<file path="config.mk">
export PLATFORM = sky130hd
export DESIGN_NAME = sfp_core
export DESIGN_NICKNAME = d
export VERILOG_FILES = /design/src/hw/sfp_core.v
export VERILOG_INCLUDE_DIRS = /design/src /design/src/hw
export SDC_FILE = /design/constraint.sdc
export NUM_CORES = 1
export LEC_CHECK = 0
export ABC_AREA = 1
export BUFFER_PORTS_ARGS = -buffer_cell sky130_fd_sc_hd__buf_2
export CORE_MARGIN = 2
export CORE_UTILIZATION = 45
export CTS_BUF_LIST = sky130_fd_sc_hd__clkbuf_16
export CTS_CLUSTER_SIZE = 10
export DETAILED_ROUTE_END_ITERATION = 10
export PLACE_DENSITY = 0.69
export SYNTH_ARGS = -nofsm -noshare
export SYNTH_HDL_FRONTEND = slang
export SYNTH_SLANG_ARGS = --single-unit
</file>
<file path="constraint.sdc">
create_clock -name core_clk -period 2.6 [get_ports core_clk]
set_input_delay 0.26 -clock core_clk [delete_from_list [all_inputs] [get_ports core_clk]]
set_output_delay 0.26 -clock core_clk [all_outputs]
set_load 0.01 [all_outputs]
</file>
<file path="src/hw/sfp_regs.vh">
// Constants for the serial port fault, low-power and flag block.
// Assumes inclusion by the single design file of this block.
`ifndef SFP_REGS_VH
`define SFP_REGS_VH

// ----------------------------------------------------------------
// Reset values
// ----------------------------------------------------------------
`define SFP_RST_FLAG 1'b0
`define SFP_RST_MASTER 1'b0
`define SFP_RST_DATA 16'h0000

// ----------------------------------------------------------------
// Widths and depths
// ----------------------------------------------------------------
`define SFP_DATA_W 16
`define SFP_BYTE_W 8
`define SFP_BUF_DEPTH 2

// ----------------------------------------------------------------
// Timing: core clock 100 MHz, link clock period in the bench
// ----------------------------------------------------------------
`define SFP_CLK_NS 10
`define SFP_LINK_NS 125

// ----------------------------------------------------------------
// Low-power state encoding, one-hot
// ----------------------------------------------------------------
`define SFP_LP_RUN 3'b001
`define SFP_LP_DOZE 3'b010
`define SFP_LP_FROZEN 3'b100

`endif

</file>
<file path="src/hw/sfp_core.v">
// Fault detect, low-power handling and event flags of a serial port.
// Assumes a shift engine on core_clk that moves words and reports done.
`include "sfp_regs.vh"
`timescale 1ns/1ps

module sfp_core #(
  parameter DATA_W = `SFP_DATA_W,
  parameter BYTE_W = `SFP_BYTE_W
) (
  // Clock and reset
  input wire core_clk,
  input wire srst,
  // Pins from the far party, asynchronous
  input wire select_n_pin,
  input wire serial_clock_pin,
  // Configuration levels
  input wire system_enable,
  input wire mode_fault_enable,
  input wire select_output_enable,
  input wire single_wire_select,
  input wire sixteen_bit_mode,
  input wire stop_in_wait,
  input wire rx_fault_irq_mask,
  input wire tx_irq_mask,
  input wire match_irq_mask,
  input wire [DATA_W-1:0] match_value,
  // Processor power state
  input wire cpu_wait,
  input wire cpu_stop3,
  input wire cpu_stop_other,
  // Software access strobes
  input wire status_rd,
  input wire ctl1_wr,
  input wire ctl1_master_select,
  input wire ctl2_shared_oe,
  input wire data_rd,
  input wire data_wr,
  input wire [DATA_W-1:0] data_wr_value,
  input wire match_clr,
  // Shift engine side
  input wire shifter_done,
  input wire [DATA_W-1:0] shifter_rx_data,
  input wire tx_out_ready,
  // Status and data
  output reg mode_fault_flag_q,
  output reg rx_full_flag_q,
  output reg tx_empty_flag_q,
  output reg match_flag_q,
  output reg master_select_q,
  output reg shared_pin_output_enable_q,
  output reg [DATA_W-1:0] rx_data_q,
  output reg irq_q,
  // Transmit buffer
  output reg tx_in_ready_q,
  output reg tx_out_valid_q,
  output reg [DATA_W-1:0] tx_out_data_q,
  // Engine control
  output reg core_run_q,
  output reg abort_q,
  output reg tx_hold_q,
  // Pin output enables
  output reg serial_clock_oe_q,
  output reg master_out_oe_q,
  output reg slave_out_oe_q
);

  // ----------------------------------------------------------------
  // Pin synchronisers
  // ----------------------------------------------------------------
  reg sel_m_q; // First stage, only read by second
  reg sel_s_q; // Synchronised select, active low
  reg sck_m_q;
  reg sck_s_q;
  reg sck_d1_q; // Previous sampled link clock, for edges
  wire sck_edge;

  // Two stages on each pin so metastability never reaches logic
  always @(posedge core_clk) begin
    if (srst) begin
      sel_m_q <= 1'b1;
      sel_s_q <= 1'b1;
      sck_m_q <= 1'b0;
      sck_s_q <= 1'b0;
      sck_d1_q <= 1'b0;
    end else begin
      sel_m_q <= select_n_pin;
      sel_s_q <= sel_m_q;
      sck_m_q <= serial_clock_pin;
      sck_s_q <= sck_m_q;
      sck_d1_q <= sck_s_q;
    end
  end

  assign sck_edge = sck_s_q ^ sck_d1_q;

  // ----------------------------------------------------------------
  // Low-power state and soft reset
  // ----------------------------------------------------------------
  reg [2:0] lp_q; // One-hot power state
  reg [2:0] lp_d;
  wire doze_req; // Wait with stop_in_wait set
  wire kill; // Reset clears everything; a deep stop all but the pin synchronisers

  assign doze_req = cpu_wait & stop_in_wait;
  // Deep stop holds reset for its whole length, so exit is clean
  assign kill = srst | cpu_stop_other;

  // Wait without stop_in_wait stays in run
  always @* begin
    case (lp_q)
      `SFP_LP_RUN: begin
        if (cpu_stop3) begin
          lp_d = `SFP_LP_FROZEN;
        end else if (doze_req) begin
          lp_d = `SFP_LP_DOZE;
        end else begin
          lp_d = `SFP_LP_RUN;
        end
      end
      `SFP_LP_DOZE: begin
        if (cpu_stop3) begin
          lp_d = `SFP_LP_FROZEN;
        end else if (doze_req) begin
          lp_d = `SFP_LP_DOZE;
        end else begin
          lp_d = `SFP_LP_RUN;
        end
      end
      `SFP_LP_FROZEN: begin
        // Stop3 ignores stop_in_wait entirely
        if (cpu_stop3) begin
          lp_d = `SFP_LP_FROZEN;
        end else begin
          lp_d = `SFP_LP_RUN;
        end
      end
      default: begin
        lp_d = `SFP_LP_RUN;
      end
    endcase
  end

  always @(posedge core_clk) begin
    if (kill) begin
      lp_q <= `SFP_LP_RUN;
    end else begin
      lp_q <= lp_d;
    end
  end

  wire lp_low; // Any low-power stay
  wire lp_exit;
  assign lp_low = (lp_q != `SFP_LP_RUN);
  assign lp_exit = lp_low & (lp_d == `SFP_LP_RUN);

  // ----------------------------------------------------------------
  // Slave transfer tracking from link clock edges
  // ----------------------------------------------------------------
  reg slave_busy_q; // A slave word is between first edge and done
  reg busy_at_entry_q; // Transfer was running when low power began
  reg defer_q; // A received word waits for low-power exit
  reg [DATA_W-1:0] defer_data_q;

  always @(posedge core_clk) begin
    if (kill) begin
      slave_busy_q <= 1'b0;
    end else if (shifter_done | master_select_q | sel_s_q) begin
      slave_busy_q <= 1'b0;
    end else if (sck_edge) begin
      slave_busy_q <= 1'b1;
    end
  end

  // Idle-to-idle stays never produce a copy
  always @(posedge core_clk) begin
    if (kill) begin
      busy_at_entry_q <= 1'b0;
      defer_q <= 1'b0;
      defer_data_q <= `SFP_RST_DATA;
    end else begin
      if (!lp_low && lp_d != `SFP_LP_RUN) begin
        busy_at_entry_q <= slave_busy_q;
      end
      if (lp_low && shifter_done && !master_select_q && busy_at_entry_q) begin
        defer_q <= 1'b1;
        defer_data_q <= shifter_rx_data;
      end else if (lp_exit) begin
        defer_q <= 1'b0;
      end
    end
  end

  // ----------------------------------------------------------------
  // Mode fault detection and master select
  // ----------------------------------------------------------------
  wire fault_watch; // Detection armed
  wire fault_hit;
  reg fault_arm_q; // Status read seen with fault set

  // Only a master with detection on and auto select off watches
  assign fault_watch = master_select_q & mode_fault_enable & ~select_output_enable;
  assign fault_hit = fault_watch & system_enable & ~sel_s_q;

  // Hardware set outranks a clear in the same cycle
  always @(posedge core_clk) begin
    if (kill) begin
      mode_fault_flag_q <= `SFP_RST_FLAG;
      fault_arm_q <= 1'b0;
      master_select_q <= `SFP_RST_MASTER;
      shared_pin_output_enable_q <= 1'b0;
      abort_q <= 1'b0;
    end else begin
      abort_q <= fault_hit;
      if (status_rd && mode_fault_flag_q) begin
        fault_arm_q <= 1'b1;
      end else if (ctl1_wr) begin
        fault_arm_q <= 1'b0;
      end
      if (fault_hit) begin
        mode_fault_flag_q <= 1'b1;
      end else if (ctl1_wr && fault_arm_q) begin
        mode_fault_flag_q <= 1'b0;
      end else if (master_select_q && !mode_fault_enable) begin
        mode_fault_flag_q <= 1'b0;
      end
      if (fault_hit) begin
        master_select_q <= 1'b0;
        if (single_wire_select) begin
          shared_pin_output_enable_q <= 1'b0;
        end
      end else if (ctl1_wr) begin
        master_select_q <= ctl1_master_select;
        shared_pin_output_enable_q <= ctl2_shared_oe;
      end
    end
  end

  // ----------------------------------------------------------------
  // Pin drivers and engine control
  // ----------------------------------------------------------------
  wire dir_ok; // Data pin may drive in this wiring
  assign dir_ok = ~single_wire_select | shared_pin_output_enable_q;

  // Registered so every pin enable changes on a clock edge
  always @(posedge core_clk) begin
    if (kill) begin
      serial_clock_oe_q <= 1'b0;
      master_out_oe_q <= 1'b0;
      slave_out_oe_q <= 1'b0;
      core_run_q <= 1'b0;
      tx_hold_q <= 1'b0;
    end else begin
      serial_clock_oe_q <= system_enable & master_select_q & ~fault_hit;
      master_out_oe_q <= system_enable & master_select_q & ~fault_hit & dir_ok;
      // A faulted part is a slave with its outputs off
      slave_out_oe_q <= system_enable & ~master_select_q & ~mode_fault_flag_q
        & ~fault_hit & ~sel_s_q & dir_ok;
      // In doze a slave keeps its clock so it stays in step with the master
      core_run_q <= system_enable & (lp_d == `SFP_LP_RUN
        | (~master_select_q & lp_d == `SFP_LP_DOZE));
      // No new word while paused: slave repeats what it was sending
      tx_hold_q <= (lp_d != `SFP_LP_RUN) | ~system_enable;
    end
  end

  // ----------------------------------------------------------------
  // Receive copy, full and match flags
  // ----------------------------------------------------------------
  wire done_now; // Word finished while fully awake
  wire copy_src; // Some word wants to reach the data register
  wire [DATA_W-1:0] copy_data;
  wire copy_take; // Copy actually made
  wire match_eq;
  reg rx_arm_q;
  reg tx_arm_q;

  assign done_now = shifter_done & system_enable & ~lp_low & ~abort_q;
  assign copy_src = done_now | (lp_exit & defer_q);
  assign copy_data = done_now ? shifter_rx_data : defer_data_q;
  assign copy_take = copy_src & ~rx_full_flag_q;
  // Eight-bit mode compares only the low byte
  assign match_eq = sixteen_bit_mode ? (copy_data == match_value)
    : (copy_data[BYTE_W-1:0] == match_value[BYTE_W-1:0]);

  // Set wins over any clear arriving together
  always @(posedge core_clk) begin
    if (kill) begin
      rx_data_q <= `SFP_RST_DATA;
      rx_full_flag_q <= `SFP_RST_FLAG;
      match_flag_q <= `SFP_RST_FLAG;
      rx_arm_q <= 1'b0;
    end else begin
      if (copy_take) begin
        rx_data_q <= sixteen_bit_mode ? copy_data
          : {{(DATA_W-BYTE_W){1'b0}}, copy_data[BYTE_W-1:0]};
      end
      if (status_rd && rx_full_flag_q) begin
        rx_arm_q <= 1'b1;
      end else if (data_rd) begin
        rx_arm_q <= 1'b0;
      end
      if (copy_take) begin
        rx_full_flag_q <= 1'b1;
      end else if (data_rd && rx_arm_q) begin
        rx_full_flag_q <= 1'b0;
      end
      if (copy_take && match_eq) begin
        match_flag_q <= 1'b1;
      end else if (match_clr) begin
        match_flag_q <= 1'b0;
      end
    end
  end

  // ----------------------------------------------------------------
  // Transmit buffer, two entries
  // ----------------------------------------------------------------
  reg [DATA_W-1:0] buf_mem_q [0:`SFP_BUF_DEPTH-1];
  reg wr_ptr_q;
  reg rd_ptr_q;
  reg [1:0] count_q;
  reg [1:0] count_d;
  wire push;
  wire pop;
  wire head_nxt; // Entry that heads the buffer after this edge

  // Engine ready is ignored while held, so a pause loses nothing
  assign push = data_wr & tx_in_ready_q;
  assign pop = tx_out_valid_q & tx_out_ready & ~tx_hold_q;
  assign head_nxt = pop ? ~rd_ptr_q : rd_ptr_q;

  always @* begin
    count_d = count_q;
    if (push && !pop) begin
      count_d = count_q + 2'd1;
    end else if (pop && !push) begin
      count_d = count_q - 2'd1;
    end
  end

  genvar gi;
  generate
    for (gi = 0; gi < `SFP_BUF_DEPTH; gi = gi + 1) begin : g_ent
      // Each entry loads when the write pointer selects it
      always @(posedge core_clk) begin
        if (kill) begin
          buf_mem_q[gi] <= `SFP_RST_DATA;
        end else if (push && wr_ptr_q == gi) begin
          buf_mem_q[gi] <= data_wr_value;
        end
      end
    end
  endgenerate

  // Pointers, count and registered handshake outputs
  always @(posedge core_clk) begin
    if (kill) begin
      wr_ptr_q <= 1'b0;
      rd_ptr_q <= 1'b0;
      count_q <= 2'd0;
      tx_in_ready_q <= 1'b1;
      tx_out_valid_q <= 1'b0;
      tx_out_data_q <= `SFP_RST_DATA;
    end else begin
      if (push) begin
        wr_ptr_q <= ~wr_ptr_q;
      end
      if (pop) begin
        rd_ptr_q <= ~rd_ptr_q;
      end
      count_q <= count_d;
      tx_in_ready_q <= (count_d != 2'd2);
      tx_out_valid_q <= (count_d != 2'd0);
      // A word written into the new head entry is not in storage yet
      if (count_d != 2'd0) begin
        if (push && wr_ptr_q == head_nxt) begin
          tx_out_data_q <= data_wr_value;
        end else begin
          tx_out_data_q <= buf_mem_q[head_nxt];
        end
      end
    end
  end

  // ----------------------------------------------------------------
  // Transmit empty flag
  // ----------------------------------------------------------------
  always @(posedge core_clk) begin
    if (kill) begin
      tx_empty_flag_q <= 1'b1;
      tx_arm_q <= 1'b0;
    end else begin
      if (status_rd && tx_empty_flag_q) begin
        tx_arm_q <= 1'b1;
      end else if (data_wr) begin
        tx_arm_q <= 1'b0;
      end
      if (pop) begin
        tx_empty_flag_q <= 1'b1;
      end else if (data_wr && tx_arm_q) begin
        tx_empty_flag_q <= 1'b0;
      end
    end
  end

  // ----------------------------------------------------------------
  // Interrupt request
  // ----------------------------------------------------------------
  // Level follows the flags, so clearing a flag drops it
  always @(posedge core_clk) begin
    if (kill) begin
      irq_q <= 1'b0;
    end else begin
      irq_q <= system_enable & (((rx_full_flag_q | mode_fault_flag_q) & rx_fault_irq_mask)
        | (tx_empty_flag_q & tx_irq_mask)
        | (match_flag_q & match_irq_mask));
    end
  end

endmodule // sfp_core

</file>
==> impl_metrics.csv <==
group,metric,value,unit
setup_path,start_kind,"flip-flop",
logic_synthesis,yosysWarnings,0,
clocking,cts_tree,"done",
pwr,p_leak,3.04,nW
drt,vias_per_cell,5.03,
floorplan,io_pins,120,
setup_path,cp.arrival,2.26,ns
logic_synthesis,syn_area,5110,µm²
logic_synthesis,yosysMostFrequentCell,"nand2_1",
clocking,ctsResizeCount,0,
drt,route.detailed.drc,0,
finish,fill_cells,992,
clocking,cts_root_buf,"clkbuf_16",
setup_path,end_kind,"flip-flop",
finish,nNetsFinal,824,
logic_synthesis,syn_inst,630,
placement,hpwl,8.70,mm
sta,grt_setup_unrepaired,"false",
finish,multiInputGateArea,2110,µm²
logic_synthesis,synth-adder-area-share,0,%
logic_synthesis,synth_compound_area_share,13.1,%
pwr,report.power.total,4.59,mW
drt,vias,4550,
worst_hold_path,hold_path_class,"primary input to flip-flop",
floorplan,initial_core_util,46.6,%
sta,setup_viol,0,
logic_synthesis,synthMuxAreaShare,1.37,%
logic_synthesis,synth.area.top_cells,"dfxtp_1 (32%), edfxtp_1 (19%), nand2_1 (9.7%), nor2_1 (5.4%), inv_1 (5.3%)",
logic_synthesis,synthArstFlopShare,0,%
global_route,grt_pass1_wl,20.9,mm
global_route,grt_usage,21.2,%
logic_synthesis,synth.avg_cell_area,8.12,µm²
logic_synthesis,synth_top_family_by_area,"simple AND/OR/NAND/NOR gates",
global_route,grt_pass1_vias,4426,
sta,drv_slew,0,
clocking,cts.path.max_buffers,2,
global_route,antenna_found_initial,0,
floorplan,die_x,111,µm
logic_synthesis,post-synth-top-area-fraction,31.7,%
finish,drive_gt1_share,24.5,%
sta,worst_pin_slew,0.679,ns
clocking,numClockSinks,113,
logic_synthesis,ys_seq_area_share,50.5,%
global_route,grt_max_degree,44,
finish,area_growth,25.0,%
logic_synthesis,synthTopCellsByCount,"nand2_1 (132), dfxtp_1 (81), nor2_1 (73)",
run_status,outcome,"finished clean",
sta,fin_setup_tns,0,ns
sta,whs,0.0231,ns
logic_synthesis,ys_ff_latch,113,
drt,postRouteAntennaNets,0,
sta,fmax,0.521,GHz
logic_synthesis,synth_flop_cell,"dfxtp_1",
drt,drt-pass1-iter-count,5,
clocking,htreeDepth,4,
clocking,cts_buffers,17,
clocking,clk_pin_slew,0.05,ns
sta,clock_skew,0.00734,ns
floorplan,die_area,12200,µm²
sta,finalHoldViolations,0,
sta,fin_crit_sh,73.8,%
logic_synthesis,synth_largest_area_cell,"dfxtp_1",
drt,wl,12.5,mm
drt,drtIter0Drc,365,
drt,wl_per_cell,13.9,µm
floorplan,row_count,38,
logic_synthesis,yosys.area_share.simple,25.1,%
placement,routabilityCongestion,0.817,
sta,slew_headroom,54.6,%
global_route,overflow,0,
floorplan,coreArea,11000,µm²
placement,port_buffers,119,
setup_path,critPathRequiredTime,2.94,ns
finish,n_antenna_cell,0,
setup_path,critPathMaxFanout,22,
clocking,clock_latency,0.42,ns
sta,period_needed,1.92,ns
floorplan,die_h,111,µm
logic_synthesis,synth-edff-count,32,
logic_synthesis,synth_xor_area_share,1.52,%
logic_synthesis,yosys.cell_types.count,35,
pwr,power_density,718,nW/µm²
finish,seqCellArea,2580,µm²
flow_run,drv_cap,0,
setup_path,critPathKind,"flip-flop to flip-flop",
logic_synthesis,synth_fp_nets,703,
pwr,peakVddDrop,0.491,mV
clocking,post-cts-setup-buffers,0,
clocking,cts_hold_buffers,0,
[report_power, final]
group          leakage (nW)  internal, mW  switching, mW  total (mW)
clock                 0.263          1.39          0.816        2.21
sequential             1.02          1.88         0.0306        1.91
combinational          1.75         0.171          0.300       0.471
[registers in the layout (all words and copies together) (netlist names), 2 cells and up]
register       count
buf_mem_q         32
defer_data_q      16
rx_data_q         16
tx_out_data_q     16
lp_q               3
count_q            2
[critical path, cell delays in order (launching register included)]
cell and delay [ns]:
dfxtp_1 0.32, inv_2 0.06, nand2_2 0.06, nor2_4 0.24, nand2_2 0.33, nand2_1 0.17
nand3_1 0.08, nand2_1 0.07, nand2_1 0.05, nor2_1 0.09, nand2_1 0.08, nor2_1 0.09
nand2_1 0.07, a21oi_1 0.12
[cell type report]
type	instances	share of cell area (%)
repair buffers	129	10.5
flip-flops and latches	113	40.4
clock buffers	17	6.66
clock inverters	15	2.27
well taps	140	2.74
multi-input cells	415	33.0
inverters	75	4.44
[cell families (layout without fill, tap and decap cells)]
family / count (synthesis) / after routing
simple gates: 289 / 289
compound gates: 114 / 114
flops: 113 / 113
buf+inv: 102 / 236
mux: 7 / 7
xor+xnor: 5 / 5
[placed cells by master, fill, tap and decap left out]
master / synthesis / layout
nand2_1: 132 / 132
buf_2: 7 / 119
dfxtp_1: 81 / 81
inv_1: 72 / 72
nor2_1: 73 / 72
nand3_1: 49 / 49
a21oi_1: 41 / 41
o21ai_0: 41 / 39
edfxtp_1: 32 / 32
clkbuf_16: 0 / 17
nand3b_1: 15 / 15
o21ai_1: 9 / 11
buf_4: 6 / 10
o211ai_1: 9 / 9
nand2_2: 7 / 7
o211ai_2: 7 / 7
mux2i_1: 7 / 7
clkinvlp_4: 0 / 5
nor2_4: 3 / 4
clkinv_1: 0 / 3
clkinv_4: 0 / 3
inv_2: 2 / 2
nand4_1: 2 / 2
or2_2: 2 / 2
xnor2_1: 2 / 2
a2111oi_0: 2 / 2
a311oi_1: 2 / 2
nor3_1: 2 / 2
nor4_1: 2 / 2
a211oi_1: 2 / 2
clkinv_2: 0 / 2
bufinv_16: 0 / 2
nand3_2: 1 / 1
a21oi_2: 1 / 1
xnor2_2: 1 / 1
inv_4: 1 / 1
nor2_8: 1 / 1
xnor2_4: 1 / 1
xor2_2: 1 / 1
[path summary, 6_finish.rpt]
kind / from / to / slack (ns) / cells past startpoint
max: lp_q[1]$_SDFF_PP0_ / match_flag_q$_SDFFE_PP0P_ / 0.68 / 13
min reg2reg: sck_m_q$_SDFF_PP0_ / sck_s_q$_SDFF_PP0_ / 0.40 / 2
max reg2reg: lp_q[1]$_SDFF_PP0_ / match_flag_q$_SDFFE_PP0P_ / 0.68 / 13
min: select_n_pin / sel_m_q$_SDFF_PP1_ / 0.02 / 2
[through the flow]
stage | util (%) | std cells | cell area, µm² | setup WS, ns
after floorplan | - | 630 | 5110 | 0.470
after global placement | 53.0 | 872 | 5820 | 0.715
after detailed placement | 53.0 | 872 | 5820 | 0.671
after CTS | 58.2 | 904 | 6390 | 0.652
after global routing | 58.2 | 904 | 6390 | 0.383
final | 58.2 | 904 | 6390 | 0.680
[per-layer routing]
layer | part of all wire [%] | GRT usage, % | vias to the layer above
met5 | 0 | 0 | -
met4 | 1.7 | 7.00 | 0
met3 | 6.4 | 7.24 | 21
met2 | 48 | 35.9 | 129
met1 | 44 | 25.2 | 2087
li1 | - | - | 2313
No activity file was read; power rests on OpenSTA's default activity.
